--- src/edhp_params.svh ---
// constants of the external dma handshake port
`ifndef EDHP_PARAMS_SVH
`define EDHP_PARAMS_SVH
`define EDHP_ADDR_W 24
`define EDHP_DATA_W 32
`define EDHP_SEL_W 4
`define EDHP_WAIT_W 4
// register offsets on the plain port
`define EDHP_REG_CTRL 4'h0
`define EDHP_REG_ADDR 4'h1
`define EDHP_REG_STAT 4'h2
`define EDHP_REG_DATA 4'h3
`define EDHP_REG_WDATA 4'h4
`define EDHP_REG_COUNT 4'h5
// control field positions
`define EDHP_CTRL_EN 0
`define EDHP_CTRL_MODE_LO 1
`define EDHP_CTRL_MODE_HI 2
`define EDHP_CTRL_DIR 3
`define EDHP_CTRL_SYNC 4
`define EDHP_CTRL_IDLE 5
`define EDHP_CTRL_WAIT_LO 8
`define EDHP_CTRL_WAIT_HI 11
`define EDHP_CTRL_SEL_LO 12
`define EDHP_CTRL_SEL_HI 15
`define EDHP_CTRL_RST 32'h0000_0000
`define EDHP_ONE_WAIT 4'h1
`define EDHP_ONE_ADDR 24'h00_0001
`define EDHP_ONE_CNT 16'h0001
`endif

--- src/edhp_pkg.sv ---
// types of the external dma handshake port
package edhp_pkg;
    // handshake mode
    typedef enum logic [1:0]
    {
        EDHP_MODE_HS = 2'b00,
        EDHP_MODE_EXT = 2'b01,
        EDHP_MODE_PACED = 2'b10
    } edhp_mode_t;
    // external bus pins driven by the port
    typedef struct packed
    {
        logic [23:0] addr;
        logic rd_n;
        logic wr_n;
        logic [3:0] sel_n;
        logic grant_n;
        logic data_oe;
    } edhp_bus_t;
    // one word through the buffer
    typedef struct packed
    {
        logic [31:0] data;
    } edhp_word_t;
endpackage

--- src/edhp_buf.sv ---
// two-entry valid/ready buffer
`timescale 1ns/1ps
module edhp_buf
    import edhp_pkg::*;
(
    input wire logic core_clk, // clock
    input wire logic nrst, // async reset, active low
    input wire logic ce, // clock enable
    input wire edhp_word_t in_word, // fill data
    input wire logic in_valid, // fill valid
    output logic in_ready, // room for a word
    output edhp_word_t out_word, // drain data
    output logic out_valid, // word waiting
    input wire logic out_ready // drain accepts
);
    edhp_word_t mem_q [2];
    logic wp_q;
    logic rp_q;
    logic [1:0] cnt_q;
    wire push = ce && in_valid && in_ready;
    wire pop = ce && out_valid && out_ready;
    // honest full and empty
    assign in_ready = (cnt_q != 2'h2);
    assign out_valid = (cnt_q != 2'h0);
    assign out_word = mem_q[rp_q];
    // pointers and count
    always_ff @(posedge core_clk or negedge nrst)
    begin
        if (!nrst)
        begin
            wp_q <= 1'b0;
            rp_q <= 1'b0;
            cnt_q <= 2'h0;
        end
        else
        begin
            if (push)
            begin
                mem_q[wp_q] <= in_word;
                wp_q <= ~wp_q;
            end
            if (pop)
                rp_q <= ~rp_q;
            cnt_q <= cnt_q + {1'b0, push} - {1'b0, pop};
        end
    end
endmodule // edhp_buf

--- src/edhp_port.sv ---
// dma handshake port: request, grant and bus strobes
// ==========================================
//
// The address map and the plain strobed port were chosen for this implementation.
`timescale 1ns/1ps
`include "edhp_params.svh"
module edhp_port
    import edhp_pkg::*;
(
    input wire logic core_clk, // 100 MHz clock
    input wire logic nrst, // async reset, active low
    input wire logic ce, // clock enable
    input wire logic [3:0] reg_addr, // register index
    input wire logic [31:0] reg_wdata, // write data
    input wire logic reg_wr, // write strobe
    input wire logic reg_rd, // read strobe
    output logic [31:0] reg_rdata, // read data, next cycle
    input wire logic channel_dma_request_n, // request pin
    input wire logic ack_in, // acknowledge pin
    input wire logic [31:0] data_in, // external data pins in
    output logic [23:0] ext_addr, // external address
    output logic rd_n, // read strobe pin
    output logic wr_n, // write strobe pin
    output logic [3:0] memory_select_n, // memory selects
    output logic channel_dma_grant_n, // grant strobe pin
    output logic [31:0] data_out, // external data pins out
    output logic data_oe // data pins driven
);
    // ==========================================
    // state
    typedef enum logic [2:0]
    {
        EDHP_S_IDLE = 3'b000,
        EDHP_S_GAP = 3'b001,
        EDHP_S_STROBE = 3'b010,
        EDHP_S_WAIT = 3'b011,
        EDHP_S_HOLD = 3'b100,
        EDHP_S_END = 3'b101
    } edhp_state_t;
    edhp_state_t st_q;
    edhp_state_t st_d;
    logic [31:0] ctrl_q;
    logic [23:0] addr_q;
    logic [15:0] cnt_q;
    logic [3:0] wcnt_q;
    logic idle_q;
    edhp_bus_t bus_q;
    edhp_bus_t bus_d;
    logic [31:0] rdata_q;
    logic [31:0] dout_q;
    logic [31:0] wdata_q;
    logic req_n_s;
    logic ack_s;
    logic [31:0] rd_word;
    // ==========================================
    // pin synchronisers
    edhp_sync u_sync_req
    (
        .core_clk(core_clk),
        .nrst(nrst),
        .ce(ce),
        .rst_val(1'b1),
        .din(channel_dma_request_n),
        .dout(req_n_s)
    );
    edhp_sync u_sync_ack
    (
        .core_clk(core_clk),
        .nrst(nrst),
        .ce(ce),
        .rst_val(1'b1),
        .din(~ack_in),
        .dout(ack_s)
    );
    // ==========================================
    // control decode
    wire en = ctrl_q[`EDHP_CTRL_EN];
    wire [1:0] mode_raw = ctrl_q[`EDHP_CTRL_MODE_HI:`EDHP_CTRL_MODE_LO];
    wire is_write = ctrl_q[`EDHP_CTRL_DIR];
    wire sync_mode = ctrl_q[`EDHP_CTRL_SYNC];
    wire idle_cfg = ctrl_q[`EDHP_CTRL_IDLE];
    wire [3:0] wait_cfg = ctrl_q[`EDHP_CTRL_WAIT_HI:`EDHP_CTRL_WAIT_LO];
    wire [3:0] sel_cfg = ctrl_q[`EDHP_CTRL_SEL_HI:`EDHP_CTRL_SEL_LO];
    wire mode_hs = (mode_raw == EDHP_MODE_HS);
    wire mode_paced = (mode_raw == EDHP_MODE_PACED);
    wire uses_bus = !mode_hs;
    wire ack_ok = mode_hs || !ack_s;
    wire req_on = !req_n_s; // sampled request, seen two edges after the pin through the two-flop synchroniser
    wire busy = (st_q != EDHP_S_IDLE);
    // read words drained from the bus into the buffer
    edhp_word_t fill_word;
    logic fill_valid;
    logic fill_ready;
    edhp_word_t drain_word;
    logic drain_valid;
    wire drain_ready = reg_rd && (reg_addr == `EDHP_REG_DATA) && ce;
    assign fill_word.data = data_in;
    assign fill_valid = (st_q == EDHP_S_END) && !is_write;
    edhp_buf u_buf
    (
        .core_clk(core_clk),
        .nrst(nrst),
        .ce(ce),
        .in_word(fill_word),
        .in_valid(fill_valid),
        .in_ready(fill_ready),
        .out_word(drain_word),
        .out_valid(drain_valid),
        .out_ready(drain_ready)
    );
    // a read waits while the buffer is full
    wire can_start = en && (cnt_q != 16'h0) && (is_write || fill_ready);
    // ==========================================
    // next state
    always_comb
    begin
        st_d = st_q;
        case (st_q)
            EDHP_S_IDLE:
                if (can_start && req_on) // only a low request starts it
                    st_d = EDHP_S_STROBE;
            EDHP_S_STROBE:
                if (wait_cfg != 4'h0)
                    st_d = EDHP_S_WAIT; // stretch overlap by wait states
                else if (ack_ok)
                    st_d = EDHP_S_HOLD;
            EDHP_S_WAIT:
                if (wcnt_q == `EDHP_ONE_WAIT && ack_ok)
                    st_d = EDHP_S_HOLD;
            EDHP_S_HOLD:
                if (!req_on)
                    st_d = EDHP_S_END; // request low holds the access open
            EDHP_S_END:
                if (idle_cfg)
                    st_d = EDHP_S_GAP; // one more period of grant high
                else
                    st_d = EDHP_S_IDLE;
            EDHP_S_GAP:
                st_d = EDHP_S_IDLE;
            default:
                st_d = EDHP_S_IDLE;
        endcase
    end
    // ==========================================
    // pin values per state
    wire strobing = (st_q == EDHP_S_STROBE) || (st_q == EDHP_S_WAIT) || (st_q == EDHP_S_HOLD);
    wire next_strobe = (st_d == EDHP_S_STROBE) || (st_d == EDHP_S_WAIT) || (st_d == EDHP_S_HOLD);
    // outside sync mode the grant outlives the strobe by one period
    wire grant_tail = (st_d == EDHP_S_END) && uses_bus && !sync_mode;
    always_comb
    begin
        bus_d.addr = next_strobe && uses_bus ? addr_q : 24'h00_0000; // address in bus modes
        bus_d.sel_n = next_strobe && uses_bus ? ~sel_cfg : 4'hf;
        // strobe ends with grant in sync mode, a period early otherwise
        bus_d.rd_n = !(next_strobe && uses_bus && !is_write);
        bus_d.wr_n = !(next_strobe && uses_bus && is_write);
        bus_d.grant_n = !((next_strobe || grant_tail) && !mode_paced); // grant only outside paced mode
        bus_d.data_oe = next_strobe && is_write;
    end
    // ==========================================
    // state and bus registers
    always_ff @(posedge core_clk or negedge nrst)
    begin
        if (!nrst)
        begin
            st_q <= EDHP_S_IDLE;
            bus_q <= {24'h00_0000, 1'b1, 1'b1, 4'hf, 1'b1, 1'b0}; // grant high from reset
            wcnt_q <= 4'h0;
        end
        else if (ce)
        begin
            st_q <= st_d;
            bus_q <= bus_d;
            if (st_d == EDHP_S_STROBE)
                wcnt_q <= wait_cfg; // load programmed wait states
            else if (st_q == EDHP_S_WAIT && wcnt_q != 4'h0)
                wcnt_q <= wcnt_q - `EDHP_ONE_WAIT;
        end
    end
    // ==========================================
    // software registers
    always_ff @(posedge core_clk or negedge nrst)
    begin
        if (!nrst)
        begin
            ctrl_q <= `EDHP_CTRL_RST;
            addr_q <= 24'h00_0000;
            cnt_q <= 16'h0000;
            wdata_q <= 32'h0000_0000;
            dout_q <= 32'h0000_0000;
            idle_q <= 1'b0;
        end
        else if (ce)
        begin
            if (reg_wr && reg_addr == `EDHP_REG_CTRL)
                ctrl_q <= reg_wdata;
            if (reg_wr && reg_addr == `EDHP_REG_WDATA)
                wdata_q <= reg_wdata;
            if (st_q == EDHP_S_END)
            begin
                addr_q <= addr_q + `EDHP_ONE_ADDR;
                cnt_q <= cnt_q - `EDHP_ONE_CNT;
            end
            else
            begin
                if (reg_wr && reg_addr == `EDHP_REG_ADDR)
                    addr_q <= reg_wdata[23:0];
                if (reg_wr && reg_addr == `EDHP_REG_COUNT)
                    cnt_q <= reg_wdata[15:0];
            end
            if (st_d == EDHP_S_STROBE)
                dout_q <= wdata_q;
            idle_q <= (st_q == EDHP_S_GAP);
        end
    end
    // ==========================================
    // read data mux
    always_comb
    begin
        case (reg_addr)
            `EDHP_REG_CTRL: rd_word = ctrl_q;
            `EDHP_REG_ADDR: rd_word = {8'h00, addr_q};
            `EDHP_REG_STAT: rd_word = {24'h00_0000, idle_q, drain_valid, fill_ready, !req_n_s, 1'b0, st_q};
            `EDHP_REG_DATA: rd_word = drain_valid ? drain_word.data : 32'h0000_0000;
            `EDHP_REG_WDATA: rd_word = wdata_q;
            `EDHP_REG_COUNT: rd_word = {16'h0000, cnt_q};
            default: rd_word = 32'h0000_0000;
        endcase
    end
    always_ff @(posedge core_clk or negedge nrst)
    begin
        if (!nrst)
            rdata_q <= 32'h0000_0000;
        else if (ce)
            rdata_q <= reg_rd ? rd_word : 32'h0000_0000;
    end
    // ==========================================
    // outputs
    assign ext_addr = bus_q.addr;
    assign rd_n = bus_q.rd_n;
    assign wr_n = bus_q.wr_n;
    assign memory_select_n = bus_q.sel_n;
    assign channel_dma_grant_n = bus_q.grant_n;
    assign data_oe = bus_q.data_oe;
    assign data_out = dout_q;
    assign reg_rdata = rdata_q;
    wire unused_ok = strobing;
endmodule // edhp_port

--- src/edhp_sync.sv ---
// two-flop synchroniser for pin inputs
`timescale 1ns/1ps
module edhp_sync
(
    input wire logic core_clk, // clock
    input wire logic nrst, // async reset, active low
    input wire logic ce, // clock enable
    input wire logic rst_val, // unused, both flops reset high
    input wire logic din, // pin input
    output logic dout // synchronised level
);
    logic meta_q;
    // two stages, first read only by second
    always_ff @(posedge core_clk or negedge nrst)
    begin
        if (!nrst)
        begin
            meta_q <= 1'b1;
            dout <= 1'b1;
        end
        else if (ce)
        begin
            meta_q <= din;
            dout <= meta_q;
        end
    end
endmodule // edhp_sync

--- config.mk ---
export PLATFORM = sky130hd
export DESIGN_NAME = edhp_port
export DESIGN_NICKNAME = d
export VERILOG_FILES = /design/src/edhp_pkg.sv /design/src/edhp_buf.sv /design/src/edhp_port.sv /design/src/edhp_sync.sv
export VERILOG_INCLUDE_DIRS = /design/src
export SDC_FILE = /design/constraint.sdc
export NUM_CORES = 1
export LEC_CHECK = 0
export BUFFER_PORTS_ARGS = -buffer_cell sky130_fd_sc_hd__buf_2
export CAP_MARGIN = 20
export CORE_MARGIN = 2
export CORE_UTILIZATION = 45
export CTS_BUF_LIST = sky130_fd_sc_hd__clkbuf_16
export CTS_CLUSTER_SIZE = 10
export DETAILED_ROUTE_END_ITERATION = 7
export GPL_ROUTABILITY_DRIVEN = 0
export HOLD_SLACK_MARGIN = 0.1
export PLACE_DENSITY_LB_ADDON = 0.1
export REMOVE_ABC_BUFFERS = 1
export SLEW_MARGIN = 20
export SYNTH_ARGS = -nofsm -noshare
export SYNTH_HDL_FRONTEND = slang
export SYNTH_SLANG_ARGS = --single-unit
export TNS_END_PERCENT = 100
--- constraint.sdc ---
create_clock -name core_clk -period 3.75 [get_ports core_clk]
set_input_delay 0.375 -clock core_clk [delete_from_list [all_inputs] [get_ports core_clk]]
set_output_delay 0.375 -clock core_clk [all_outputs]
set_load 0.05 [all_outputs]
# After elaboration in Yosys (flattened, before gate mapping)
# Memories as Yosys holds them, arrays and structs flattened.
# Cells that the tools add are included.
dict set report word_totals {
  register_bits 216
  ramBits 64
  inputBits 75
  elab_cells 123
  n_memories 1
}
dict set report classes {
  n_addsub 5
  n_eq_ne 17
  muxes 20
  n_bitwise 4
  n_reduce_logical 54
}
# memory depth width read_ports rd_clocked_by_memory_dff write_ports line_no
set memory_table {}
lappend memory_table {u_buf.mem_q 2 32 1 0 1 edhp_buf.sv:16} ;# edhp_word_t mem_q [2];
# op count
set ops {}
lappend ops {{$pmux 32 s6} 1}
lappend ops {{$mux 24} 3}
lappend ops {{$mux 32} 2}
lappend ops {{$mux 16} 2}
lappend ops {{$add 24x1->24 const B} 1}
lappend ops {{$logic_and 1x1->1} 24}
lappend ops {{$reduce_bool 16->1} 1}
lappend ops {{$sub 16x1->16 const B} 1}
lappend ops {{$mux 3} 5}
lappend ops {{$pmux 3 s5} 1}
lappend ops {{$eq 3x2->1 const B} 4}
lappend ops {{$eq 3x3->1 const B} 4}
lappend ops {{$mux 4} 3}
lappend ops {{$reduce_and 2->1} 6}
lappend ops {{$logic_not 1->1} 9}
lappend ops {{$eq 4x1->1 const B} 2}
lappend ops {{$eq 4x2->1 const B} 2}
lappend ops {{$eq 4x3->1 const B} 2}
lappend ops {{$reduce_bool 2->1} 4}
lappend ops {{$reduce_bool 4->1} 2}
lappend ops {{$logic_or 1x1->1} 5}
lappend ops {{$logic_not 4->1} 1}
lappend ops {{$not 4->4} 1}
lappend ops {{$sub 4x1->4 const B} 1}
lappend ops {{other kinds (9)} 13}

# Longest topological paths before layout
# Gate-level depths: netlist of run 1.
dict set report depth {
  ltp_word 12
  mapped_depth 9
}

# By module
# From an unflattened synthesis of run 1, not the netlist that was laid out.
dict set report hier_totals {
  cells_unflattened 984
  hier_area_um2 12652.1
}
# mod instances cells_each area_each_um2 seq_area_each_um2
set by_module_without_submodules {}
lappend by_module_without_submodules {edhp_port 1 856 9858.2 5213.8}
lappend by_module_without_submodules {edhp_buf 1 120 2643.8 2021.9}
lappend by_module_without_submodules {edhp_sync 2 4 75.1 52.6}

# Worst setup path before layout of run 1
# Ideal clock, no wire load.
dict set report synth_timing {
  path_kind {register -> register}
  startpoint {register st_q[1]}
  endpoint {memory u_buf.mem_q[0][0] (netlist bit) (enable)}
  t_arrival_ns 2.490
  required_time_ns 3.329
  setup_slack_ns 0.839
  path_stages_with_launch 7
  synth_period_minus_slack_ns 2.911
  path_cell_list {dfrtp_1 clkbuf_1 and3b_1 and4_1 clkbuf_1 nand2_1 nor2_1}
}
dict set report synth_via {
  elab_chain_cells 7
}
# item line_no
set synth_rtl {}
lappend synth_rtl {{from (decl)} edhp_port.sv:40} ;# edhp_state_t st_q;
lappend synth_rtl {{from (signal assigned)} edhp_port.sv:172} ;# st_q <= st_d;
lappend synth_rtl {{$eq 3x3->1} edhp_port.sv:98} ;# assign fill_valid = (st_q == EDHP_S_END) && !is_write;
lappend synth_rtl {{$logic_and 1x1->1} edhp_port.sv:98}
lappend synth_rtl {{$logic_and 1x1->1 (2 in a row)} edhp_buf.sv:20} ;# wire push = ce && in_valid && in_ready;
lappend synth_rtl {{named net u_buf.push} edhp_buf.sv:20}
lappend synth_rtl {{$mux 1} edhp_buf.sv:37} ;# if (push)
lappend synth_rtl {{$logic_and 1x1->1 (implied by the code)} edhp_buf.sv:39} ;# mem_q[wp_q] <= in_word;
lappend synth_rtl {{$mux 1 (implied by the code)} edhp_buf.sv:39}
lappend synth_rtl {{to (decl)} edhp_buf.sv:16}
# The timed path passes the listed nets, and every way through them passes these cells.

# Worst setup path after layout of run 1
dict set report layout_timing {
  startpoint {register st_q[0]}
  endpoint {register cnt_q[15]}
}
dict set report layout_via {
  elab_chain_cells 3
  word_cells_on_any_way 4
  cone_classes {eq/ne: 1; mux: 1; reduce/logical: 2}
}
# item line_no
set layout_rtl {}
lappend layout_rtl {{$eq 3x3->1 (*)} edhp_port.sv:199} ;# if (st_q == EDHP_S_END)
lappend layout_rtl {{$reduce_bool 2->1 (no line)} --}
lappend layout_rtl {{$reduce_and 2->1 (no line)} --}
lappend layout_rtl {{to (signal assigned)} edhp_port.sv:202} ;# cnt_q <= cnt_q - `EDHP_ONE_CNT;
lappend layout_rtl {{to (signal assigned)} edhp_port.sv:209} ;# cnt_q <= reg_wdata[15:0];
lappend layout_rtl {{to (decl)} edhp_port.sv:44} ;# logic [15:0] cnt_q;
# Mark *: on every way between the ends. The rest lies on a longest branch, timed or not.
# A chain may end at the register's enable or synchronous reset.

==> parameters.txt, run 1 <==
Parameter                              Value

Route
  Post-detailed-routing wire length    34.6 mm
  Detailed Routing Iterations Pass 1    5
  Antenna Nets Post-Route    0
  Via total after detailed routing    9,054
  Average detailed-routed wire length per instance    22.4 um
  DR DRC count    0
  Via-per-instance ratio    5.88
  Number of DRC markers in iteration 0    906

Clock network
  Later-pin clock latency in the skew report    500 ps
  Clock tree from TritonCTS    built
  Num CTS Buffers    34
  Clock transition at the registers of the reported paths    60 ps
  Number of cells upsized or downsized after cts    0
  Sink Count    280
  Number of H-tree levels    2
  CTS Root Buffer Type    clkbuf_16
  Clock tree buffer depth    3

Min path
  Launch point of the worst hold path    reg_wdata[28]
  Cell depth of the worst min-delay path    2
  Hold endpoint    ctrl_q[28]
  Min-Delay Path Class    primary input to flop

Cells and area
  Total of fill cells in the finished design    2,309
  Multi-input logic area    4690 sq um
  Sequential standard cell area    7340 sq um
  Post-Layout Cell Count    1,541
  Share of final-layout standard cells stronger than drive strength 1    28.6%
  Area grow syn2layout    20.8%
  Number of nets at the end of the flow    1,255

Critical path
  Startpoint of the worst setup timing path    st_q[0]
  Reg2reg path depth    6
  Sort of element at the end of the critical path    flop
  Worst endpoint data arrival time    3300 ps
  WP data required    4140 ps
  Buf+Inv Stages, Crit Path    1
  Family with the most delay on the worst path    simple AND/OR/NAND/NOR gates
  Crit-path cells    and3b_2 -> buf_4 -> a21o_1 -> and2_1 -> o21ai_0 -> a22o_1
  Critical-path cell with the highest stage delay    and2_1
  Biggest fanout along the worst timing path    38
  Worst r2r src    st_q[0]
  Setup crit start kind    flop
  Classification of the worst setup path    flop to flop
  Worst-case register-to-register setup slack    840 ps
  Capture point of the worst reg-to-reg path    cnt_q[15]
  Max stage delay on crit path    640 ps

Logic synthesis
  Synthesized cell area    12,300 sq um
  Compound-Gate Fraction of Synth Area    17.3%
  Post-synth EDFFs    64
  Largest cells by area after synthesis    dfrtp_1 42%, edfxtp_1 16%, mux2_2 7.5%
  Fraction of post-synthesis cell area in the top cell type by area    41.6%
  Cell types with the highest counts after synthesis    205 x dfrtp_1, 82 x mux2_2, 64 x edfxtp_1
  Multiplexer fraction of the synthesized cell area    12.0%
  Synthesized instance count    986
  Register bit count reported by yosys    280
  Synth Area in Adders    0.608%
  Area share of and/or/nand/nor cells after synthesis    7.38%
  Fraction of the yosys area taken by sequential cells    59.5%
  Library cells used by synthesis    70
  Most common cell in the netlist    dfrtp_1
  Dominant combinational cell family by area after synthesis    compound AO/OA/AOI/OAI gates
  Synthesis Warnings    0
  Ys flop type    dfrtp_1
  Most area-hungry cell type in the Yosys netlist    dfrtp_1
  Xor/xnor share of the synthesized area    0.284%
  Mean instance size in the synthesized netlist    12.5 sq um
  Asr flop ratio synth    77.1%

Global routing
  Global-route usage over all layers    24.2%
  Largest net degree at the start of global routing    119
  Wire length of the first global-routing pass    53.2 mm
  Number of antenna violations at the first check in global routing    2
  Vias in the first global route    8,802
  Overflow left after global routing    0

Timing
  Final clock skew    14.0 ps
  Relative slew slack    34.3%
  Slew at the pin closest to its max-slew limit    986 ps
  Fmax achieved    0.343 GHz
  Final Max Slew Viols    0
  Shortest period the worst path allows    2910 ps
  Final hold vios    0
  Fin crit share    77.7%
  RSZ-0062 raised after global routing    no
  Final-report setup violation count    0

Die
  Horizontal extent of the die    170 um
  Die Footprint    28,800 sq um
  Y dimension of the die    170 um
  Floorplan core area    27,000 sq um
  Starting Density    45.8%
  Floorplan row count    60
  Top-level port count    171

Pwr
  Worst vdd rail ir drop    427 uV
  Design Power    10,600 uW
  P per Cell Area    710 nW/um^2
  Reported leakage power    0.00663 uW

Place
  Placed insts    1,444
  Port buffer count    170
  Post-DP HPWL    22.4 mm

Outcome
  Run status    completed

Job
  Max-cap violations    0
## flip-flops by register name, indices dropped and copies added (netlist names), 2 cells and up
register         flops
u_buf.mem_q         64
ctrl_q              32
data_out            32
reg_rdata           32
wdata_q             32
addr_q              24
ext_addr            24
cnt_q               16
memory_select_n      4
wcnt_q               4
st_q                 3
u_buf.cnt_q          2
## final cells by class
cell class / count / share of cell area [%]
sequential: 280 / 49.2
multi-input combinational: 619 / 31.5
timing repair buffer: 226 / 9.26
clock buffer: 37 / 6.21
tap: 341 / 2.86
clock inverter: 24 / 0.613
inverter: 13 / 0.327
antenna: 1 / 0.0168
## worst max path at each step
stage	end	slack, ps	cells after the start
final	cnt_q[15]	840	6
after global placement	data_out[16]	1000	8
after global routing	cnt_q[7]	590	6
after floorplan	ctrl_q[0]	-640	3
after CTS	cnt_q[15]	920	6
after detailed placement	cnt_q[15]	920	6
## metrics by stage
stage	util (%)	cell area [sq um]	TNS (ps)	setup WS, ps	hold slack (ps)
final	55.3	14900	0	838	126
after global routing	55.3	14900	0	586	112
after CTS	55.3	14900	0	916	107
after detailed placement	50.2	13500	0	918	345
after global placement	50.2	13500	0	996	348
after floorplan	-	12000	-20870	-641	79.4
## placed cells by master (no fill, tap or decap), types with 6 or more instances in the layout
master and n:
mux2_2 82, clkbuf_16 37, a21oi_1 59, nor3_1 9
a31oi_1 10, dlygate4sd3_1 35, o21a_1 11, o21ai_1 9
dfrtp_1 204, o2bb2ai_1 31, a22oi_1 35, a22o_1 30
o21ai_0 40, ha_1 6, nand2b_1 6, mux2_1 35
dfstp_2 11, nand2_1 58, and4_1 6, nor2_1 41
a211oi_1 6, nand4_1 6, o22ai_1 8, buf_2 169
inv_1 33, mux2i_1 16, nand3_1 11, a222oi_1 16
buf_4 20, edfxtp_1 64
## metal layers
layer / up-vias / routed length, um / global-route usage [%]
li1: 4157 / - / -
met1: 4549 / 16000 / 36.1
met2: 306 / 15700 / 37.0
met3: 42 / 2280 / 4.03
met4: 0 / 585 / 6.21
met5: - / 0 / 0
## cell families (layout without fill, tap and decap cells)
logic type | after synthesis | after routing
compound gates | 300 | 300
xor+xnor | 4 | 4
fa+ha+maj | 6 | 6
buf+inv | 87 | 300
flops | 280 | 280
mux | 133 | 133
other cells | 0 | 1
simple gates | 176 | 176
## repair_timing
action                                 CTS  global route
buffers inserted                         0             0
hold buffers                            35             0
endpoints found under the hold margin  115             0
## power by group
part	internal [uW]	switching, uW
clock	1760	1230
sequential	3810	793
combinational	1050	1950
total	6620	3970
No activity file was read; power rests on OpenSTA's default activity.
==> inputs of run 2 (changes only) <==
==> constraint.sdc (replaced) <==
create_clock -name core_clk -period 2.44 [get_ports core_clk]
set_input_delay 0.244 -clock core_clk [delete_from_list [all_inputs] [get_ports core_clk]]
set_output_delay 0.244 -clock core_clk [all_outputs]
set_load 0.05 [all_outputs]
==> run 2 against run 1 <==
Net effect: combinational power grew 63%; final area grew 4.3%; via count grew 2.7%; setup slack lost 700 ps; routed wire length grew 0.85%; sequential share of layout area shrank 2.0 points; clock-buffer cell count is the same; utilization grew 2.4 points; clock power grew 57%; fmax grew 26%; critical path depth grew 2; power grew 57%; critical path type unchanged; largest cell class unchanged; largest power group unchanged.
==> parameters.txt, run 2 (synthesized netlist as in run 1, its figures left out) <==
Parameter                              Value

Pwr
  Reported leakage power    0.00695 uW (was 0.00663 uW)
  P per Cell Area    1070 nW/um^2 (was 710 nW/um^2)
  Worst vdd rail ir drop    574 uV (was 427 uV)
  Design Power    16,600 uW (was 10,600 uW)
  Switching portion of total power    36.9% (was 37.5%)
  Net switching power    6130 uW (was 3970 uW)
  Power share of the clock group    28.3% (was 28.2%)
  Combinational share of power    29.5% (was 28.3%)
  Power share of the sequential group    42.2% (was 43.5%)
  Total internal power    10,500 uW (was 6620 uW)

Cells and area
  Register with the most flip-flops    u_buf.mem_q (unchanged)
  Share of final-layout standard cells stronger than drive strength 1    29.6% (was 28.6%)
  Post-Layout Inst Area    15,500 sq um (was 14,900 sq um)
  Total inserted antenna cells    0 (was 1)
  Final core occ    57.7% (was 55.3%)
  Number of nets at the end of the flow    1,316 (was 1,255)
  Flip-flop count of the largest register after layout    64 (unchanged)
  Commonest non-fill, non-tap cells in the layout    204 x dfrtp_1, 169 x buf_2, 82 x mux2_2 (unchanged)
  Area grow syn2layout    26.0% (was 20.8%)
  Total of fill cells in the finished design    2,209 (was 2,309)
  Most frequent standard cell in the layout excluding fill and tap cells    dfrtp_1 (unchanged)

Die
  Floorplan row count    60 (unchanged)
  Die Footprint    28,800 sq um (unchanged)
  Top-level port count    171 (unchanged)
  Y dimension of the die    170 um (unchanged)
  Starting Density    45.8% (unchanged)
  Floorplan core area    27,000 sq um (unchanged)
  Horizontal extent of the die    170 um (unchanged)

Critical path
  Worst-case register-to-register setup slack    130 ps (was 840 ps)
  Worst endpoint data arrival time    2670 ps (was 3300 ps)
  Classification of the worst setup path    flop to flop (unchanged)
  Setup crit start kind    flop (unchanged)
  Worst r2r src    cnt_q[1] (was st_q[0])
  Startpoint of the worst setup timing path    cnt_q[1] (was st_q[0])
  Sort of element at the end of the critical path    flop (unchanged)
  Reg2reg path depth    8 (was 6)
  Worst setup endpoint    data_out[6] (was cnt_q[15])
  WP data required    2810 ps (was 4140 ps)
  Capture point of the worst reg-to-reg path    data_out[6] (was cnt_q[15])
  Biggest fanout along the worst timing path    12 (was 38)

Timing
  Final clock skew    21.5 ps (was 14.0 ps)
  Slew at the pin closest to its max-slew limit    850 ps (was 986 ps)
  Shortest period the worst path allows    2310 ps (was 2910 ps)
  RSZ-0062 raised after global routing    no (unchanged)
  Relative slew slack    43.3% (was 34.3%)
  Worst Hold Margin    124 ps (was 126 ps)
  Fmax achieved    0.434 GHz (was 0.343 GHz)
  Fin crit share    94.5% (was 77.7%)
  Final Max Slew Viols    0 (unchanged)
  Final hold vios    0 (unchanged)
  Crit path setup slack, layout    133 ps (was 838 ps)
  Final-report setup violation count    0 (unchanged)

Clock network
  Postcts setup bufs    0 (unchanged)
  CTS Root Buffer Type    clkbuf_16 (unchanged)
  Number of H-tree levels    2 (unchanged)
  Clock tree buffer depth    3 (unchanged)
  Clock tree from TritonCTS    built (unchanged)
  Num CTS Buffers    35 (was 34)
  Clock transition at the registers of the reported paths    60 ps (about the same)
  Later-pin clock latency in the skew report    500 ps (about the same)
  Sink Count    280 (unchanged)

Route
  Via total after detailed routing    9,299 (was 9,054)
  Average detailed-routed wire length per instance    21.8 um (was 22.4 um)
  Number of DRC markers in iteration 0    774 (was 906)
  Post-detailed-routing wire length    34.9 mm (was 34.6 mm)
  Detailed Routing Iterations Pass 1    5 (unchanged)
  Via-per-instance ratio    5.81 (was 5.88)
  DR DRC count    0 (unchanged)
  Antenna Nets Post-Route    0 (unchanged)

Min path
  Min-Delay Path Class    primary input to flop (unchanged)

Global routing
  Global-route usage over all layers    24.3% (was 24.2%)
  Largest net degree at the start of global routing    137 (was 119)
  Number of antenna violations at the first check in global routing    0 (was 2)
  Wire length of the first global-routing pass    54.1 mm (was 53.2 mm)
  Overflow left after global routing    0 (unchanged)
  Vias in the first global route    9,207 (was 8,802)

Place
  Post-DP HPWL    23.2 mm (was 22.4 mm)
  Port buffer count    170 (unchanged)
  Placed instance area    13,800 sq um (was 13,500 sq um)
  DP Worst Slack    96.9 ps (was 918 ps)

Job
  Max-cap violations    0 (unchanged)

Outcome
  Run status    completed (unchanged)
[run 2: cell types whose count changed in the layout (fill, tap and decap cells not counted), sizes merged]
cell,before,now
bufinv,0,1
buf,191,220
dlygate4sd3,35,66
diode,1,0
clkinv,3,5
inv,34,32
[run 2: cell type report]
cell class	instances	area, sq um	area share, %
multi-input cells	619	4700	30.2
flip-flops and latches	280	7340	47.2
repair buffers	286	1990	12.8
well taps	341	427	2.74
inverters	13	48.8	0.314
clock inverters	25	121	0.780
clock buffers	37	926	5.95
[run 2: worst min-delay path by stage]
| stage | endpoint | slack [ps] | from | cells past startpoint |
|---|---|---|---|---|
| floorplan | addr_q[0] | -50 | nrst | 0 |
| global route | wdata_q[8] | 100 | reg_wdata[8] | 2 |
| finish | wdata_q[8] | 120 | reg_wdata[8] | 2 |
| detailed placement | ctrl_q[6] | 100 | nrst | 1 |
| CTS | wdata_q[8] | 100 | reg_wdata[8] | 2 |
| global placement | addr_q[7] | 100 | nrst | 1 |
[run 2: metrics by stage]
step / instances / setup TNS, ps
after floorplan: 912 / -205490
after global placement: 1473 / 0
after detailed placement: 1473 / 0
after CTS: 1601 / 0
after global routing: 1601 / 0
final: 1601 / 0
[run 2: layer usage]
layer	track usage, %	vias up	wire, um
met4	5.46	0	571
met3	3.94	47	1930
met2	37.0	294	15700
met1	36.7	4698	16700
met5	0	-	0
li1	-	4260	-
[run 2: repair_timing]
item                                   CTS  global route
gates resized for setup                  0             2
endpoints found under the hold margin  214             0
setup endpoints to repair                0            12
hold buffers                            66             0
[run 2: power by group through the flow]
stage | Clock, uW | Combinational, uW | Sequential, uW
after floorplan | 0 | 1960 | 8150
after global placement | 0 | 4770 | 7030
after detailed placement | 0 | 4810 | 7050
after CTS | 4790 | 4910 | 6980
after global routing | 4990 | 5280 | 7170
final | 4700 | 4900 | 7010
[run 2: critical path, stage by stage (launching register included)]
cell	delay (ps)
dfrtp_1	420
inv_1	100
ha_1	190
nor3b_4	260
nand4b_4	120
o31a_1	310
o21ai_4	210
buf_6	220
mux2_1	350
==> inputs of run 3 (changes only) <==
--- a/config.mk
+++ b/config.mk
@@ -8,8 +8,10 @@
 export LEC_CHECK = 0
 export BUFFER_PORTS_ARGS = -buffer_cell sky130_fd_sc_hd__buf_2
 export CAP_MARGIN = 20
+export CELL_PAD_IN_SITES_DETAIL_PLACEMENT = 0
+export CELL_PAD_IN_SITES_GLOBAL_PLACEMENT = 1
 export CORE_MARGIN = 2
-export CORE_UTILIZATION = 45
+export CORE_UTILIZATION = 42
 export CTS_BUF_LIST = sky130_fd_sc_hd__clkbuf_16
 export CTS_CLUSTER_SIZE = 10
 export DETAILED_ROUTE_END_ITERATION = 7
==> run 3 against run 2 <==
Net effect: final area up 1.4%; largest cell class unchanged; critical path depth up 1; routed wire length up 2.9%; highest routed layer unchanged; utilization down 2.9 points; setup slack worse by 34 ps; cell count up 3.4%; fmax down 1.5%.
==> parameters.txt, run 3 (synthesized netlist as in run 1, its figures left out) <==
Parameter                              Value

Outcome
  Run status    completed (unchanged)

Route
  Antenna Nets Post-Route    0 (unchanged)
  Number of DRC markers in iteration 0    811 (was 774)
  DR DRC count    0 (unchanged)
  Average detailed-routed wire length per instance    21.7 um (was 21.8 um)
  Post-detailed-routing wire length    35.9 mm (was 34.9 mm)
  Via-per-instance ratio    5.57 (was 5.81)
  Via total after detailed routing    9,232 (was 9,299)
  Detailed Routing Iterations Pass 1    6 (was 5)

Timing
  Fin crit share    95.9% (was 94.5%)
  Final hold vios    0 (unchanged)
  Final TNS setup    0 ps (unchanged)
  Final clock skew    21.9 ps (was 21.5 ps)
  Shortest period the worst path allows    2340 ps (was 2310 ps)
  Fmax achieved    0.427 GHz (was 0.434 GHz)
  Slew at the pin closest to its max-slew limit    968 ps (was 850 ps)
  Final Max Slew Viols    0 (unchanged)
  Relative slew slack    35.5% (was 43.3%)
  Final-report setup violation count    0 (unchanged)

Cells and area
  Share of final-layout standard cells stronger than drive strength 1    29.9% (was 29.6%)
  Register with the most flip-flops    u_buf.mem_q (unchanged)
  Number of nets at the end of the flow    1,327 (was 1,316)
  Total inserted antenna cells    0 (unchanged)
  Flip-flop count of the largest register after layout    64 (unchanged)
  Area grow syn2layout    27.7% (was 26.0%)
  Final core occ    54.8% (was 57.7%)
  Commonest non-fill, non-tap cells in the layout    205 x dfrtp_1, 169 x buf_2, 82 x mux2_2 (was 204 x dfrtp_1, 169 x buf_2, 82 x mux2_2)
  Post-Layout Cell Count    1,656 (was 1,601)
  Most frequent standard cell in the layout excluding fill and tap cells    dfrtp_1 (unchanged)

Clock network
  Clock transition at the registers of the reported paths    60 ps (about the same)
  Num CTS Buffers    34 (was 35)
  CTS Root Buffer Type    clkbuf_16 (unchanged)
  Number of H-tree levels    2 (unchanged)
  Later-pin clock latency in the skew report    520 ps (was 500 ps)
  Clock tree from TritonCTS    built (unchanged)
  Clock tree buffer depth    3 (unchanged)
  Sink Count    280 (unchanged)

Critical path
  Biggest fanout along the worst timing path    5 (was 12)
  Setup crit start kind    flop (unchanged)
  WP data required    2820 ps (was 2810 ps)
  Classification of the worst setup path    flop to flop (unchanged)
  Critical-path cell with the highest stage delay    dfrtp_1 (unchanged)
  Worst-case register-to-register setup slack    100 ps (was 130 ps)
  Worst endpoint data arrival time    2720 ps (was 2670 ps)
  Max stage delay on crit path    400 ps (was 420 ps)
  Sort of element at the end of the critical path    flop (unchanged)
  Crit-path cells    inv_1 -> ha_4 -> nor3b_4 -> nand4b_4 -> o31a_1 -> o21ai_4 -> buf_4 -> clkbuf_16 -> mux2_1 (was inv_1 -> ha_1 -> nor3b_4 -> nand4b_4 -> o31a_1 -> o21ai_4 -> buf_6 -> mux2_1)

Die
  Die Footprint    30,800 sq um (was 28,800 sq um)
  Starting Density    42.9% (was 45.8%)
  Floorplan core area    28,800 sq um (was 27,000 sq um)
  Floorplan row count    62 (was 60)
  Horizontal extent of the die    175 um (was 170 um)
  Top-level port count    171 (unchanged)
  Y dimension of the die    175 um (was 170 um)

Job
  Max-cap violations    0 (unchanged)

Global routing
  Global-route usage over all layers    22.9% (was 24.3%)
  Number of antenna violations at the first check in global routing    0 (unchanged)
  Overflow left after global routing    0 (unchanged)
  Wire length of the first global-routing pass    54.6 mm (was 54.1 mm)
  Largest net degree at the start of global routing    169 (was 137)
  Vias in the first global route    9,093 (was 9,207)

Place
  Port buffer count    170 (unchanged)
  Placed insts    1,520 (was 1,473)
  Post-DP HPWL    23.5 mm (was 23.2 mm)

Pwr
  Reported leakage power    0.00703 uW (was 0.00695 uW)
  P per Cell Area    1060 nW/um^2 (was 1070 nW/um^2)
  Worst vdd rail ir drop    585 uV (was 574 uV)
  Design Power    16,700 uW (was 16,600 uW)

Min path
  Min-Delay Path Class    primary input to flop (unchanged)
==> run 3: cell count changes in the layout (fill, tap and decap cells not counted), moves of 2 or more <==
cell | previous run | this run
clkinv_8 | 0 | 2
buf_12 | 7 | 10
inv_1 | 31 | 34
and3_2 | 3 | 1
buf_4 | 42 | 46
and3_1 | 5 | 7
==> run 3: timing repair <==
action | CTS | global route
endpoints found under the setup margin | 0 | 32
gates resized for setup | 0 | 6
hold buffers | 67 | 0
hold endpoints to repair | 344 | 0
setup buffers | 0 | 3
==> run 3: power by group <==
part | internal (uW) | switching [uW] | total (uW)
sequential | 5860 | 1060 | 6920
combinational | 1980 | 3290 | 5270
clock | 2590 | 1900 | 4490
total | 10400 | 6250 | 16700
==> run 3: routing by layer <==
| metal | up-vias | track usage [%] | wire (um) |
|---|---|---|---|
| met5 | - | 0 | 0 |
| met4 | 0 | 6.34 | 833 |
| met3 | 55 | 5.09 | 2680 |
| met2 | 317 | 33.7 | 16000 |
| met1 | 4583 | 34.2 | 16400 |
| li1 | 4277 | - | - |
==> run 3: layout make-up <==
type,instances,area [sq um]
Multi-Input combinational cell,619,4710
Clock buffer,35,876
Sequential cell,280,7340
Inverter,13,48.8
Clock inverter,27,126
Tap cell,384,480
Timing Repair Buffer,298,2180
Fill cell,2473,13000
==> run 3: critical path, delay by kind of cell, from the launching register on <==
family                     cells  cell delay, ps
AOI/OAI and AO/OA              2             520
buffers and inverters          3             430
DFF                            1             400
and+or+nand+nor                2             390
muxes                          1             320
adders and majority gates      1             150
==> run 3: path summary, 6_finish.rpt <==
kind	startpoint	endpoint	depth (start not counted)
max	cnt_q[1]	data_out[2]	9
min	ce	rd_n	3
max reg2reg	cnt_q[1]	data_out[2]	9
min reg2reg	ctrl_q[15]	memory_select_n[3]	1
max in group asynchronous	nrst	ext_addr[11]	3
min in group asynchronous	nrst	u_buf.wp_q	2
==> run 3: per-stage QoR <==
stage / hold slack (ps) / setup slack [ps] / cell area [sq um]
after global routing: 120 / -12.4 / 15800
after CTS: 104 / 43.2 / 15600
after global placement: 40.3 / 96.4 / 13900
after detailed placement: 40.3 / 55.9 / 13900
final: 118 / 99.2 / 15800
after floorplan: -51.6 / -1820 / 12000
